### src/pchr_defs.svh
`ifndef PCHR_DEFS_SVH
`define PCHR_DEFS_SVH
// Configuration offsets (byte addresses, word aligned)
`define PCHR_OFF_LAT_CACHE   8'h0C
`define PCHR_OFF_IO_BASE     8'h10
`define PCHR_OFF_MEM_BASE    8'h14
`define PCHR_OFF_SUBSYS_ID   8'h2C
`define PCHR_OFF_ROM_BASE    8'h30
`define PCHR_OFF_CAP_PTR     8'h34
// Field positions
`define PCHR_CACHE_LSB       0
`define PCHR_LAT_LSB         8
`define PCHR_IO_BASE_LSB     8
`define PCHR_MEM_BASE_LSB    7
`define PCHR_ROM_BASE_LSB    11
// Fixed read values
`define PCHR_IO_IND          1'b1
`define PCHR_MEM_IND         1'b0
`define PCHR_CAP_PTR_PM      8'h44
`define PCHR_CAP_PTR_NONE    8'h00
// Serial EEPROM word addresses for the subsystem identity
`define PCHR_EE_SUBVEN_WORD  6'h36
`define PCHR_EE_SUBSYS_WORD  6'h35
// Host control register window sizes (low address bits inside the window, not decoded by the bar)
`define PCHR_IO_WIN_BITS     8
`define PCHR_MEM_WIN_BITS    7
`endif

### src/pchr_pkg.sv
package pchr_pkg;
  typedef enum logic [1:0] {
    PCHR_LD_IDLE = 2'b00,
    PCHR_LD_VEN  = 2'b01,
    PCHR_LD_SUB  = 2'b10,
    PCHR_LD_DONE = 2'b11
  } pchr_ld_t;
  typedef enum logic [1:0] {
    PCHR_LT_IDLE    = 2'b00,
    PCHR_LT_COUNT   = 2'b01,
    PCHR_LT_EXPIRED = 2'b10
  } pchr_lt_t;
endpackage

### src/pchr_config_regs.sv
`timescale 1ns/1ps
`include "pchr_defs.svh"
module pchr_config_regs #(
  parameter int LAT_WIDTH = 8
) (
  // Clock and reset
  input  wire logic        i_clk,
  input  wire logic        i_rstn,
  // Configuration access
  input  wire logic        i_cfg_wr,
  input  wire logic        i_cfg_rd,
  input  wire logic [7:0]  i_cfg_addr,
  input  wire logic [3:0]  i_cfg_be,
  input  wire logic [31:0] i_cfg_wdata,
  output logic [31:0]      o_cfg_rdata,
  output logic             o_cfg_hit,
  // Command register enables
  input  wire logic        i_io_space_en,
  input  wire logic        i_mem_space_en,
  // Straps and eeprom word source
  input  wire logic        i_wake_connected,
  output logic             o_ee_req,
  output logic [5:0]       o_ee_word,
  input  wire logic        i_ee_valid,
  input  wire logic [15:0] i_ee_data,
  // Bus cycle address decode
  input  wire logic [31:0] i_bus_addr,
  input  wire logic        i_bus_is_io,
  output logic             o_csr_hit,
  output logic [7:0]       o_csr_offset,
  output logic             o_rom_hit,
  // Bus master burst control and identity load status
  input  wire logic        i_frame_start,
  input  wire logic        i_frame_active,
  input  wire logic        i_gnt_n,
  output logic             o_master_terminate,
  output logic [7:0]       o_cache_line_size,
  output logic             o_subsys_loaded
);
  import pchr_pkg::*;

  // Latency field is one byte lane wide, so no other width fits
  if (LAT_WIDTH != 8) begin : g_lat_width_check
    $error("pchr_config_regs LAT_WIDTH must be 8");
  end

  typedef struct packed {
    logic [7:0]  cache_line;
    logic [7:0]  lat_timer;
    logic [23:0] io_base;
    logic [24:0] mem_base;
    logic [20:0] rom_base;
    logic        rom_en;
    logic [31:0] subsys;
    logic [7:0]  cap_ptr;
    pchr_ld_t    ld_st;
    logic [31:0] rdata;
    logic        hit;
  } pchr_state_t;

  pchr_state_t s_q;
  pchr_state_t s_d;
  logic        expired;
  logic [31:0] wmask;

  pchr_lat_timer #(
    .WIDTH (LAT_WIDTH)
  ) u_lat (
    .i_clk          (i_clk),
    .i_rstn         (i_rstn),
    .i_load_val     (s_q.lat_timer),
    .i_frame_start  (i_frame_start),
    .i_frame_active (i_frame_active),
    .o_expired      (expired)
  );

  assign wmask = {{8{i_cfg_be[3]}}, {8{i_cfg_be[2]}}, {8{i_cfg_be[1]}}, {8{i_cfg_be[0]}}};

  always_comb begin
    logic [31:0] cur;
    logic [31:0] nv;
    cur = 32'h0000_0000;
    nv  = 32'h0000_0000;
    s_d = s_q;
    s_d.hit = 1'b0;
    // Config writes merge per byte lane
    case (i_cfg_addr)
      `PCHR_OFF_LAT_CACHE: cur = {16'h0000, s_q.lat_timer, s_q.cache_line};
      `PCHR_OFF_IO_BASE:   cur = {s_q.io_base, 8'h00};
      `PCHR_OFF_MEM_BASE:  cur = {s_q.mem_base, 7'h00};
      `PCHR_OFF_ROM_BASE:  cur = {s_q.rom_base, 10'h000, s_q.rom_en};
      default:             cur = 32'h0000_0000;
    endcase
    nv = (cur & ~wmask) | (i_cfg_wdata & wmask);
    if (i_cfg_wr) begin
      case (i_cfg_addr)
        `PCHR_OFF_LAT_CACHE: begin
          s_d.cache_line = nv[`PCHR_CACHE_LSB +: 8];
          s_d.lat_timer  = nv[`PCHR_LAT_LSB +: 8];
        end
        `PCHR_OFF_IO_BASE:  s_d.io_base  = nv[31:`PCHR_IO_BASE_LSB];
        `PCHR_OFF_MEM_BASE: s_d.mem_base = nv[31:`PCHR_MEM_BASE_LSB];
        `PCHR_OFF_ROM_BASE: begin
          s_d.rom_base = nv[31:`PCHR_ROM_BASE_LSB];
          s_d.rom_en   = nv[0];
        end
        default: s_d.hit = 1'b0; // Identity and pointer ignore writes
      endcase
    end
    if (i_cfg_rd) begin
      s_d.hit = 1'b1;
      case (i_cfg_addr)
        `PCHR_OFF_LAT_CACHE: s_d.rdata = {16'h0000, s_q.lat_timer, s_q.cache_line};
        `PCHR_OFF_IO_BASE:   s_d.rdata = {s_q.io_base, 7'h00, `PCHR_IO_IND};
        `PCHR_OFF_MEM_BASE:  s_d.rdata = {s_q.mem_base, 6'h00, `PCHR_MEM_IND};
        `PCHR_OFF_SUBSYS_ID: s_d.rdata = s_q.subsys;
        `PCHR_OFF_ROM_BASE:  s_d.rdata = {s_q.rom_base, 10'h000, s_q.rom_en};
        `PCHR_OFF_CAP_PTR:   s_d.rdata = {24'h000000, s_q.cap_ptr};
        default: begin
          s_d.rdata = 32'h0000_0000;
          s_d.hit   = 1'b0;
        end
      endcase
    end
    // Strap sampled while running, so it never feeds the reset value
    s_d.cap_ptr = i_wake_connected ? `PCHR_CAP_PTR_PM : `PCHR_CAP_PTR_NONE;
    // Eeprom fetch of the subsystem identity
    case (s_q.ld_st)
      PCHR_LD_IDLE: s_d.ld_st = PCHR_LD_VEN;
      PCHR_LD_VEN: begin
        if (i_ee_valid) begin
          s_d.subsys[15:0] = i_ee_data;
          s_d.ld_st        = PCHR_LD_SUB;
        end
      end
      PCHR_LD_SUB: begin
        if (i_ee_valid) begin
          s_d.subsys[31:16] = i_ee_data;
          s_d.ld_st         = PCHR_LD_DONE;
        end
      end
      PCHR_LD_DONE: s_d.ld_st = PCHR_LD_DONE;
      default:      s_d.ld_st = PCHR_LD_IDLE;
    endcase
  end

  always_ff @(posedge i_clk) begin
    if (!i_rstn) begin
      s_q <= '0;
    end else begin
      s_q <= s_d;
    end
  end

  // Word address of the fetch in progress
  assign o_ee_req  = (s_q.ld_st == PCHR_LD_VEN) || (s_q.ld_st == PCHR_LD_SUB);
  assign o_ee_word = (s_q.ld_st == PCHR_LD_SUB) ? `PCHR_EE_SUBSYS_WORD : `PCHR_EE_SUBVEN_WORD;
  assign o_subsys_loaded = (s_q.ld_st == PCHR_LD_DONE);

  assign o_cfg_rdata       = s_q.rdata;
  assign o_cfg_hit         = s_q.hit;
  assign o_cache_line_size = s_q.cache_line;

  // Host register window decode; offsets are dword aligned
  logic io_match;
  logic mem_match;
  assign io_match  = i_bus_is_io && i_io_space_en &&
                     (i_bus_addr[31:`PCHR_IO_WIN_BITS] == s_q.io_base);
  assign mem_match = !i_bus_is_io && i_mem_space_en &&
                     (i_bus_addr[31:`PCHR_MEM_WIN_BITS] == s_q.mem_base);
  assign o_csr_hit    = (io_match || mem_match) && (i_bus_addr[1:0] == 2'b00);
  assign o_csr_offset = {i_bus_addr[7:2], 2'b00};

  assign o_rom_hit = !i_bus_is_io && s_q.rom_en && i_mem_space_en &&
                     (i_bus_addr[31:`PCHR_ROM_BASE_LSB] == s_q.rom_base);

  // Termination request once the timer ran out and grant is gone
  assign o_master_terminate = i_frame_active && expired && i_gnt_n;

  io_bit0_a: assert property (@(posedge i_clk) disable iff (!i_rstn)
    ($past(i_cfg_rd) && $past(i_cfg_addr) == `PCHR_OFF_IO_BASE) |-> o_cfg_rdata[7:0] == 8'h01)
    else $error("Io base low byte wrong");

  mem_low_a: assert property (@(posedge i_clk) disable iff (!i_rstn)
    ($past(i_cfg_rd) && $past(i_cfg_addr) == `PCHR_OFF_MEM_BASE) |-> o_cfg_rdata[6:0] == 7'h00)
    else $error("Memory base low bits not zero");

  mem_write_a: assert property (@(posedge i_clk) disable iff (!i_rstn)
    (i_cfg_wr && i_cfg_addr == `PCHR_OFF_MEM_BASE && i_cfg_be == 4'hF && !i_cfg_rd)
      |=> s_q.mem_base == $past(i_cfg_wdata[31:7]))
    else $error("Memory base not stored");

  rom_gate_a: assert property (@(posedge i_clk) disable iff (!i_rstn)
    o_rom_hit |-> (s_q.rom_en && i_mem_space_en))
    else $error("Rom decoded while disabled");

  rom_low_a: assert property (@(posedge i_clk) disable iff (!i_rstn)
    ($past(i_cfg_rd) && $past(i_cfg_addr) == `PCHR_OFF_ROM_BASE) |-> o_cfg_rdata[10:1] == 10'h000)
    else $error("Rom unused bits not zero");

  cap_ptr_a: assert property (@(posedge i_clk) disable iff (!i_rstn)
    (i_wake_connected && $past(i_wake_connected) && $past(i_rstn))
      |-> s_q.cap_ptr == `PCHR_CAP_PTR_PM)
    else $error("Capability pointer wrong");

  subsys_ro_a: assert property (@(posedge i_clk) disable iff (!i_rstn)
    (o_subsys_loaded && $past(o_subsys_loaded)) |-> $stable(s_q.subsys))
    else $error("Subsystem identity changed");

  subsys_load_a: assert property (@(posedge i_clk) disable iff (!i_rstn)
    (s_q.ld_st == PCHR_LD_VEN && i_ee_valid) |=> (s_q.subsys[15:0] == $past(i_ee_data))
      ##0 (o_ee_word == `PCHR_EE_SUBSYS_WORD))
    else $error("Vendor word not loaded");

  term_a: assert property (@(posedge i_clk) disable iff (!i_rstn)
    (expired && i_frame_active && i_gnt_n) |-> o_master_terminate)
    else $error("Termination missing after expiry");
endmodule

### src/pchr_lat_timer.sv
`timescale 1ns/1ps
`include "pchr_defs.svh"
// Master latency timer: loads on the frame start, counts down while frame is held.
module pchr_lat_timer #(
  parameter int WIDTH = 8
) (
  // Clock and reset
  input  wire logic             i_clk,
  input  wire logic             i_rstn,
  // Control
  input  wire logic [WIDTH-1:0] i_load_val,
  input  wire logic             i_frame_start,
  input  wire logic             i_frame_active,
  // Status
  output logic                  o_expired
);
  import pchr_pkg::*;

  // Refused at elaboration, so a bad width never reaches simulation
  if (WIDTH < 1 || WIDTH > 16) begin : g_width_check
    $error("pchr_lat_timer WIDTH out of range");
  end

  typedef struct packed {
    pchr_lt_t         st;
    logic [WIDTH-1:0] cnt;
  } pchr_lt_state_t;

  pchr_lt_state_t s_q;
  pchr_lt_state_t s_d;

  always_comb begin
    s_d = s_q;
    case (s_q.st)
      PCHR_LT_IDLE: begin
        if (i_frame_start) begin
          s_d.cnt = i_load_val;
          s_d.st  = (i_load_val == '0) ? PCHR_LT_EXPIRED : PCHR_LT_COUNT;
        end
      end
      PCHR_LT_COUNT: begin
        if (!i_frame_active) begin
          s_d.st = PCHR_LT_IDLE;
        end else if (s_q.cnt <= WIDTH'(1)) begin
          s_d.cnt = '0;
          s_d.st  = PCHR_LT_EXPIRED;
        end else begin
          s_d.cnt = s_q.cnt - WIDTH'(1);
        end
      end
      PCHR_LT_EXPIRED: begin
        if (!i_frame_active) s_d.st = PCHR_LT_IDLE;
      end
      default: s_d.st = PCHR_LT_IDLE;
    endcase
  end

  always_ff @(posedge i_clk) begin
    if (!i_rstn) begin
      s_q <= '{st: PCHR_LT_IDLE, cnt: '0};
    end else begin
      s_q <= s_d;
    end
  end

  assign o_expired = (s_q.st == PCHR_LT_EXPIRED);

  lt_idle_drop_a: assert property (@(posedge i_clk) disable iff (!i_rstn)
    (s_q.st == PCHR_LT_COUNT && !i_frame_active) |=> !o_expired)
    else $error("Timer expired after frame released");

  lt_load_a: assert property (@(posedge i_clk) disable iff (!i_rstn)
    (s_q.st == PCHR_LT_IDLE && i_frame_start && i_load_val > WIDTH'(1))
      |=> (s_q.cnt == $past(i_load_val)) && !o_expired)
    else $error("Timer did not load on frame start");
endmodule

### config.mk
export PLATFORM = sky130hd
export DESIGN_NAME = pchr_config_regs
export DESIGN_NICKNAME = d
export VERILOG_FILES = /design/src/pchr_pkg.sv /design/src/pchr_config_regs.sv /design/src/pchr_lat_timer.sv
export VERILOG_INCLUDE_DIRS = /design/src
export SDC_FILE = /design/constraint.sdc
export NUM_CORES = 1
export LEC_CHECK = 0
export CORE_ASPECT_RATIO = 1.75
export CORE_MARGIN = 2
export CORE_UTILIZATION = 55
export CTS_CLUSTER_SIZE = 28
export DETAILED_ROUTE_END_ITERATION = 10
export DONT_BUFFER_PORTS = 1
export PLACE_DENSITY = 0.75
export SLEW_MARGIN = 20
export SYNTH_ARGS = -nofsm -noshare
export SYNTH_HDL_FRONTEND = slang
export SYNTH_SLANG_ARGS = --single-unit
### constraint.sdc
create_clock -name i_clk -period 1.9 [get_ports i_clk]
set_input_delay 0 -clock i_clk [delete_from_list [all_inputs] [get_ports i_clk]]
set_output_delay 0 -clock i_clk [all_outputs]
set_load 0.01 [all_outputs]
==> metrics, run 1 <==
status complete, but fails checks; failing checks negative setup slack; Hold Crit Class input pin to output port; final period utilization 102%; Ys Warns 0; total global-route track usage 31.5%; pwr/cell area 790 nW/um^2; Final Hold Viols 0; sequential fraction of design power 46.4%; final setup fails 2; Bufs on Longest Clock Path 2; wire per inst between 20 and 25 microns; PortBufs 0; arrival time at the worst endpoint roughly 2.3 ns; CTS Buf Count 17; Mapped Cells 1004; Comb power frac 9.0%; CP Launch Type flip-flop; Pint ~5.5 mW; Sw Share 27.6%; NumNets Final 1126; Clock power frac 44.6%; DP Worst Slack 0.105 ns; Filler cells ~1200; VDD IR max 0.581 mV; f_max approximately 510 MHz; most frequent cells in the layout 157 x dfxtp_1, 146 x nand2_1, 97 x a21oi_1; Total Wirelength 26700 microns; vias per cell 6.40; Clock transition at path regs roughly 0.070 ns; buffers and inverters on the worst path 2; cell row count slightly below 60; R2R Setup Slk -0.05 ns; vias in the first global route 7464; DRC violations left 0; Least-Margin Pin Slew 0.976 ns; die width 97.2 microns; Reg area 3320 sq um; Worst path max stage delay 0.56 ns; CTS tree built; Placer Congestion 1.02; iteration count of the initial detailed-routing pass 6; count of final max-slew check failures 0; Max FO, Critical Path 5; largest net degree at the start of global routing 94; Post-DP Area roughly 8200 sq um; P_sw 2.11 mW; CP Capture Type flip-flop; most common cell after layout, fill and taps aside dfxtp_1; CP Cell Sequence inv_1, ha_1, nor2_1, o21ai_0, o311a_1, dlygate4sd3_1; Final ANT Viol Nets 0; htree depth 4; cell chosen for the clock root clkbuf_16; initial antenna violation count 0; global-route wire length before repair 40400 microns; Final WS setup -0.0473 ns; I/O pins 164; # Max-Cap Violations 0; clk_lat worst skew 0.44 ns; core box area 14800 sq um; Initial Util 56.3%; area leader, netlist dfxtp_1; Die H 167 microns; Clock Skews ~0.012 ns; Mapped Area 8360 sq um; cell at the slowest stage of the critical path dlygate4sd3_1; Setup Crit Path Kind flip-flop to flip-flop; top post-synthesis cells by area dfxtp_1 40%, nand2_1 6.6%, a21oi_1 5.9%, o21ai_0 5.5%, buf_4 5.0%; leak pwr ~3.6 nW; final setup TNS -0.0642 ns; initial DRC count 737; Layout area overhead 15.9%; area of the multi-input gates between 4000 and 5000 sq um; detailed-route via count 7762; Seq cells post-synth 165; register area share after synthesis 39.5%; min Tclk post-route approximately 2 ns; Data required, critical path 2.22 ns; Post-synth top flop dfxtp_1; grt total ovfl 0; Post-Syn Area per Cell roughly 8.3 sq um; Final Cell Area 9690 sq um; share of the synthesized area in the top cell type 39.5%; share of layout cells above drive strength 1 12.6%; Die ar. 16200 sq um; antenna diode count 0; Top delay family on crit path buffers and inverters; Post-DP HPWL 18100 microns; EDFF count, synth 0; CTS sink count 165; post-synth cell types 53; Slew headroom 34.7%; FFs w/ async S/R, synth 0%; unrepaired setup endpoints after global routing yes
==> cells by family after synthesis <==
family,share of synthesized area (%)
mux,4.39
xor+xnor,7.34
compound gates,23.3
buf+inv,8.88
simple gates,15.5
other cells,0.0899
fa+ha+maj,0.898
flops,39.5
==> layer usage <==
| metal | vias to the layer above | global-route usage, % | part of all wire [%] |
|---|---|---|---|
| li1 | 3572 | - | - |
| met1 | 3635 | 33.4 | 35 |
| met2 | 447 | 55.2 | 50 |
| met3 | 108 | 7.51 | 8.0 |
| met4 | 0 | 20.6 | 6.6 |
| met5 | - | 0 | 0 |
==> synthesized netlist by cell type, drive strengths merged (3+ instances only) <==
| library cell | n |
|---|---|
| mux2 | 21 |
| ha | 6 |
| nand3 | 18 |
| inv | 15 |
| nor4 | 19 |
| o22ai | 28 |
| clkbuf | 36 |
| xnor2 | 23 |
| xor2 | 47 |
| nor3 | 28 |
| a21oi | 98 |
| nand2b | 5 |
| mux2i | 13 |
| o21ai | 102 |
| a31oi | 23 |
| a211oi | 7 |
| nand2 | 148 |
| nand4 | 11 |
| a32oi | 23 |
| nor2 | 23 |
| and2 | 3 |
| a22o | 33 |
| dfxtp | 165 |
| buf | 83 |
==> flip-flops by register name, indices dropped and copies added (netlist names) <==
signal,flops
o_cache_line_size,8
o_cfg_hit,1
o_cfg_rdata,32
s_q,114
u_lat.s_q,10
==> final timing paths <==
| path | from | end | cells past startpoint |
|---|---|---|---|
| setup / recovery | s_q[33] | s_q[34] | 6 |
| hold / removal | i_bus_addr[3] | o_csr_offset[3] | 0 |
| setup reg to reg | s_q[33] | s_q[34] | 6 |
| hold reg to reg | s_q[72] | s_q[72] | 2 |
==> worst reg2reg max path, cell delays in order (launching register included) <==
cell and delay (ns):
dfxtp_1 0.40, inv_1 0.08, ha_1 0.29, nor2_1 0.20
o21ai_0 0.14, o311a_1 0.16, dlygate4sd3_1 0.56
==> per-stage QoR <==
stage / hold WS [ns] / power (mW) / util, % / std cells
final: 0.00000376 / 7.65 / 65.3 / 1212
after global placement: 0.0000749 / 4.10 / 55.2 / 1102
after detailed placement: 0.0000749 / 4.11 / 55.2 / 1102
after CTS: 0.0000749 / 7.62 / 64.2 / 1204
after floorplan: 0.0918 / 4.04 / - / 1008
after global routing: 0.0000167 / 7.84 / 65.3 / 1212
==> layout make-up <==
cell class              instances  share of cell area [%]
inverters                      15                   0.581
clock buffers                  17                    4.39
flip-flops and latches        165                    34.3
multi-input cells             709                    45.9
well taps                     183                    2.36
repair buffers                108                    10.9
clock inverters                15                    1.67
==> power by group through the flow <==
| stage | Clock, mW | Combinational (mW) | Sequential (mW) |
|---|---|---|---|
| 2_1_floorplan | 0 | 0.425 | 3.61 |
| 3_3_place_gp | 0 | 0.477 | 3.63 |
| 3_5_place_dp | 0 | 0.480 | 3.63 |
| 4_1_cts | 3.42 | 0.660 | 3.55 |
| 5_1_grt | 3.55 | 0.733 | 3.55 |
| 6_report | 3.41 | 0.691 | 3.55 |
==> timing repair <==
item,in CTS,in global routing
hold buffers,70,0
endpoints found under the hold margin,148,0
pin swaps,6,13
resized for setup,7,23
setup buffers,0,8
endpoints found under the setup margin,1,20
Note: power is estimated with default switching activity, not from simulation.
==> run 2: changes to the inputs <==
--- a/config.mk
+++ b/config.mk
@@ -8,11 +8,11 @@
 export LEC_CHECK = 0
 export CORE_ASPECT_RATIO = 1.75
 export CORE_MARGIN = 2
-export CORE_UTILIZATION = 55
+export CORE_UTILIZATION = 30
 export CTS_CLUSTER_SIZE = 28
 export DETAILED_ROUTE_END_ITERATION = 10
 export DONT_BUFFER_PORTS = 1
-export PLACE_DENSITY = 0.75
+export PLACE_DENSITY = 0.49
 export SLEW_MARGIN = 20
 export SYNTH_ARGS = -nofsm -noshare
 export SYNTH_HDL_FRONTEND = slang
==> run 2 against run 1 <==
Compared with the run above: the run still ends with negative setup slack left; via count shrank 3.7%; clock skew grew 0.0070 ns; cell count grew 16%.
==> metrics, run 2 (synthesis gave the netlist of run 1 again) <==
Die ar. ~29000 sq um; wire per inst 21.9 microns; Bufs on Longest Clock Path 2; Comb power frac approximately a tenth; DRC violations left 0; status complete, but fails checks; total global-route track usage about a fifth; Largest register FFs approximately 110; CP Launch Type flip-flop; die width 130 microns; Sw Share 25.6%; most common cell after layout, fill and taps aside dfxtp_1; Hold EP o_csr_offset[3]; Data required, critical path 1.90 ns; WHS Path Cells 0; PortBufs 0; vias in the first global route 7492; CTS tree built; Reg area 3310 sq um; Post-DP HPWL 22200 microns; Setup Crit Path Kind flip-flop to output port; htree depth 4; pwr/cell area between 700 and 800 nW/um^2; reg2reg end s_q[34]; Initial Util between 30% and 40%; Clock transition at path regs 0.07 ns; Die H 225 microns; Placer Congestion 0.824; CP Capture Type output port; min Tclk post-route roughly 1.9 ns; Inst Count DP between 1000 and 1500; most frequent cells in the layout 161 x dfxtp_1, 146 x nand2_1, 97 x a21oi_1; I/O pins 164; Filler cells 2811; Hold Crit Class input pin to output port; clk_lat worst skew 0.45 ns; antenna diode count 0; Least-Margin Pin Slew 1.02 ns; detailed-route via count 7477; R2R Setup Slk 0.10 ns; share of layout cells above drive strength 1 11.9%; core box area 27300 sq um; unrepaired setup endpoints after global routing yes; cell row count 80; r2r worst-path depth 6; vias per cell 5.32; largest net degree at the start of global routing 93; initial antenna violation count 0; arrival time at the worst endpoint 1.95 ns; initial DRC count 520; Final Power 7.62 mW; Clock Skews 0.0186 ns; Slew headroom a little under a third; grt total ovfl 0; worst r2r src s_q[33]; P_sw 1.95 mW; CTS Buf Count 17; leak pwr 3.57 nW; area of the multi-input gates 4400 sq um; Pint 5.67 mW; VDD IR max between 0.5 and 0.6 mV; global-route wire length before repair around 46000 microns; hold path start i_bus_addr[3]; count of final max-slew check failures 0; Final ANT Viol Nets 0; CTS sink count 165; final period utilization 102%; final setup fails 1; iteration count of the initial detailed-routing pass 5; non-filler cells, final roughly 1400; f_max slightly above 500 MHz; Layout area overhead 18.7%; Clock power frac 44.1%; Max FO, Critical Path 3; Reg with most FFs s_q; failing checks negative setup slack; cell chosen for the clock root clkbuf_16; # Max-Cap Violations 0; Total Wirelength 30700 microns; Final Hold Viols 0; Final WS setup -0.0460 ns; sequential fraction of design power 46.6%; NumNets Final between 1000 and 1500
## run 2: cell count changes in the layout (fill, tap and decap cells not counted), sizes merged
cell and change:
dlygate4sd3 +4, buf +3, dlymetal6s4s +1, clkbuf +4
clkinv -5, clkinvlp +3, bufinv +1, inv -4
## run 2: worst max-delay path, stage by stage (launching register included)
cell and delay, ns:
dfxtp_2 0.33, xor2_1 0.16, nor4_2 0.41, nand3_1 0.19, nor4_2 0.17, o21a_1 0.24
## run 2: how the worst max path moves through the flow
stage	start	to	slack, ns	depth (start not counted)
6_report	s_q[135]	o_csr_hit	-0.05	5
4_1_cts	s_q[135]	o_csr_hit	-0.06	5
3_5_place_dp	u_lat.s_q[0]	u_lat.s_q[5]	0.09	7
5_1_grt	s_q[135]	o_csr_hit	-0.06	5
2_1_floorplan	u_lat.s_q[0]	u_lat.s_q[2]	0.10	8
3_3_place_gp	u_lat.s_q[0]	u_lat.s_q[5]	0.11	7
## run 2: power by group through the flow
stage / Sequential (mW) / Clock (mW) / Combinational [mW]
final: 3.55 / 3.36 / 0.710
after global routing: 3.55 / 3.55 / 0.762
after CTS: 3.55 / 3.42 / 0.702
after detailed placement: 3.63 / 0 / 0.508
after global placement: 3.63 / 0 / 0.510
after floorplan: 3.61 / 0 / 0.425
## run 2: area by class of cell
| type | instances | share of cell area (%) |
|---|---|---|
| clock buffer | 21 | 4.64 |
| clock inverter | 10 | 0.971 |
| tap | 369 | 4.65 |
| multi-input combinational | 709 | 44.4 |
| sequential | 165 | 33.4 |
| inverter | 15 | 0.568 |
| timing repair buffer | 116 | 11.4 |
## run 2: layer usage
layer | vias to the layer above | share of wire, % | global-route usage, %
met5 | - | 0 | 0
met4 | 0 | 5.5 | 11.9
met3 | 74 | 6.9 | 5.88
met2 | 283 | 51 | 37.0
met1 | 3529 | 36 | 22.6
li1 | 3591 | - | -
## run 2: stage by stage
| step | worst slack (ns) | hold WS [ns] | utilization (%) | instance area [sq um] | TNS (ns) |
|---|---|---|---|---|---|
| 2_1_floorplan | 0.102 | 0.0918 | - | 8370 | 0 |
| 3_3_place_gp | 0.108 | 0.000119 | 31.1 | 8490 | 0 |
| 3_5_place_dp | 0.0912 | 0.000119 | 31.1 | 8490 | 0 |
| 4_1_cts | -0.0643 | 0.000119 | 36.1 | 9850 | -0.0646 |
| 5_1_grt | -0.0648 | 0.0000186 | 36.3 | 9920 | -0.0837 |
| 6_report | -0.0460 | 0.00000344 | 36.3 | 9920 | -0.0460 |
## run 2: repair_timing
item,CTS,global route
pin swaps,4,2
buffers inserted,0,3
setup endpoints to repair,1,30
hold buffers,75,1
gates cloned,0,0
endpoints found under the hold margin,148,1
gates resized for setup,7,11
==> run 3: changes to the inputs <==
--- a/config.mk
+++ b/config.mk
@@ -6,6 +6,7 @@
 export SDC_FILE = /design/constraint.sdc
 export NUM_CORES = 1
 export LEC_CHECK = 0
+export ABC_AREA = 1
 export CORE_ASPECT_RATIO = 1.75
 export CORE_MARGIN = 2
 export CORE_UTILIZATION = 30
==> run 3 against run 2 <==
Compared with the run above: the flow now finishes without violations; clock power rose by 4%; setup slack improved by 0.069 ns; synthesized cell count rose by 46%; critical path depth rose by 1; total power rose by 8.5%; via count rose by 23%; synthesized area rose by 13%; final area rose by 9.6%; critical endpoint is now o_cache_line_size[4]; largest cell class unchanged.
==> metrics, run 3 <==
status finished clean; Final ANT Viol Nets 0; Final Cell Area 10900 sq um; CTS sink count approximately 170; Mapped Cells 1461; Largest register FFs between 100 and 150; unrepaired setup endpoints after global routing yes; CP Launch Type input pin; post-synth cell types 37; Placer Congestion 0.985; share of layout cells above drive strength 1 9.12%; CTS Buf Count 17; cell chosen for the clock root clkbuf_16; Bufs on Longest Clock Path 2; R2R Setup Slk 0.03 ns; EDFF count, synth 0; initial DRC count between 500 and 600; most frequent cells in the layout 332 x nand2_1, 199 x inv_1, 161 x dfxtp_1; Post-Syn Area per Cell about 6.4 sq um; Clock Skews 0.0101 ns; Post-DP Area 9520 sq um; Seq cells post-synth 165; worst r2r src o_cache_line_size[4]; DRC violations left 0; VDD IR max 0.611 mV; share of the synthesized area in the top cell type a little over a third; Clock transition at path regs ~0.07 ns; count of final max-slew check failures 0; Mapped Area 9420 sq um; cell row count 85; r2r worst-path depth 4; min Tclk post-route 1.88 ns; pwr/cell area 760 nW/um^2; iteration count of the initial detailed-routing pass 6; leak pwr 4.90 nW; FFs w/ async S/R, synth 0%; PortBufs 0; final setup fails 0; htree depth 4; wire per inst 19.2 microns; Ys Warns 0; Die H 238 microns; Post-DP HPWL 27600 microns; Total Wirelength around 36000 microns; Initial Util a little under a third; largest net degree at the start of global routing between 60 and 70; global-route wire length before repair 53200 microns; most common cell after layout, fill and taps aside nand2_1; clk_lat worst skew between 0.4 and 0.5 ns; detailed-route via count just over 9000; I/O pins 164; grt total ovfl 0; die width roughly 140 microns; Setup Crit Path Kind input pin to flip-flop; arrival time at the worst endpoint 2.28 ns; Slew headroom a little under two thirds; Least-Margin Pin Slew 0.549 ns; CTS tree built; core box area between 30000 and 40000 sq um; Die ar. 32900 sq um; Hold Crit Class input pin to output port; area leader, netlist dfxtp_1; WHS Path Cells 0; top cell types by occurrence after synthesis 335 x nand2_1, 202 x inv_1, 165 x dfxtp_1; vias per cell around 4.9; Post-synth top flop dfxtp_1; Reg with most FFs s_q; Final WS setup 0.0227 ns; register area share after synthesis 35.1%; final period utilization 98.8%; Layout area overhead 15.4%; NumNets Final 1588; initial antenna violation count 0; f_max 533 MHz; most common cell in the netlist nand2_1; CP Capture Type flip-flop; Final Hold Viols 0; Data required, critical path 2.30 ns; Max FO, Critical Path 60; hold path start i_bus_addr[2]; top post-synthesis cells by area dfxtp_1 35%, nand2_1 13%, nand3_1 8.4%, inv_1 8.0%, nor2_1 6.4%; Hold EP o_csr_offset[2]; # Max-Cap Violations 0; total global-route track usage 22.3%; final setup TNS 0 ns; DP Worst Slack 0.279 ns; reg2reg end o_cache_line_size[4]; vias in the first global route between 8000 and 9000; antenna diode count 0
run 3: cell types whose count changed in the layout (fill, tap and decap cells not counted), sizes merged, moves of 23 or more:
cell	delta
nand3	+148
a31oi	-23
a22o	-33
nor2	+147
a32oi	-23
nor3	-24
nand2	+209
xor2	-36
inv	+200
run 3: power by group:
group | switching [mW] | internal, mW
Clock | 1.60 | 1.90
Sequential | 0.0903 | 3.58
Combinational | 0.673 | 0.429
run 3: critical path: stages:
cell           delay, ns
dlygate4sd3_1       0.62
buf_16              0.28
o21ai_0             0.12
dlygate4sd3_1       0.57
a21oi_1             0.12
dlygate4sd3_1       0.57
run 3: how the worst max path moves through the flow:
| stage | endpoint | depth (start not counted) | slack, ns | from |
|---|---|---|---|---|
| final | o_cache_line_size[4] | 6 | 0.02 | i_rstn |
| after global routing | u_lat.s_q[9] | 9 | -0.03 | u_lat.s_q[8] |
| after CTS | s_q[68] | 7 | 0.03 | s_q[33] |
| after detailed placement | s_q[117] | 9 | 0.28 | i_cfg_addr[6] |
| after global placement | s_q[117] | 9 | 0.27 | i_cfg_addr[6] |
| after floorplan | s_q[71] | 7 | 0.47 | s_q[33] |
run 3: logic make-up after synthesis:
family	share of synthesized area, %
and+or+nand+nor	33.6
other	0.0797
xor gates and xnor gates	2.51
buffers and inverters	15.9
adders and majority gates	0.797
AOI/OAI and AO/OA	12.1
DFF	35.1
run 3: timing repair:
item                                   in CTS  in global routing
hold buffers                               70                  0
setup buffers                               0                  1
endpoints found under the hold margin     160                  0
resized for setup                           2                 17
pin swaps                                   0                  8
setup endpoints to repair                   1                  9
run 3: routing by layer:
layer / global-route usage, % / vias to the layer above / share of wire [%]
met5: 0 / - / 0
met1: 21.6 / 4191 / 35
li1: - / 4574 / -
met2: 40.5 / 334 / 52
met3: 5.63 / 98 / 6.4
met4: 14.8 / 0 / 6.7
run 3: layout make-up:
type / instances / area [sq um]
fillers: 3355 / 20000
multi-input cells: 977 / 4670
flip-flops and latches: 165 / 3310
repair buffers: 102 / 1020
inverters: 215 / 807
well taps: 391 / 489
clock buffers: 20 / 457
clock inverters: 12 / 120
run 3: through the flow:
step | std cells | hold WS [ns] | total power [mW] | utilization (%)
floorplan | 1465 | 0.0871 | 4.46 | -
finish | 1882 | 0.0000219 | 8.26 | 35.2
detailed placement | 1779 | 0.0000686 | 4.66 | 30.9
global placement | 1779 | 0.0000686 | 4.65 | 30.9
global route | 1882 | 0.0000550 | 8.62 | 35.2
CTS | 1881 | 0.0000686 | 8.31 | 35.1
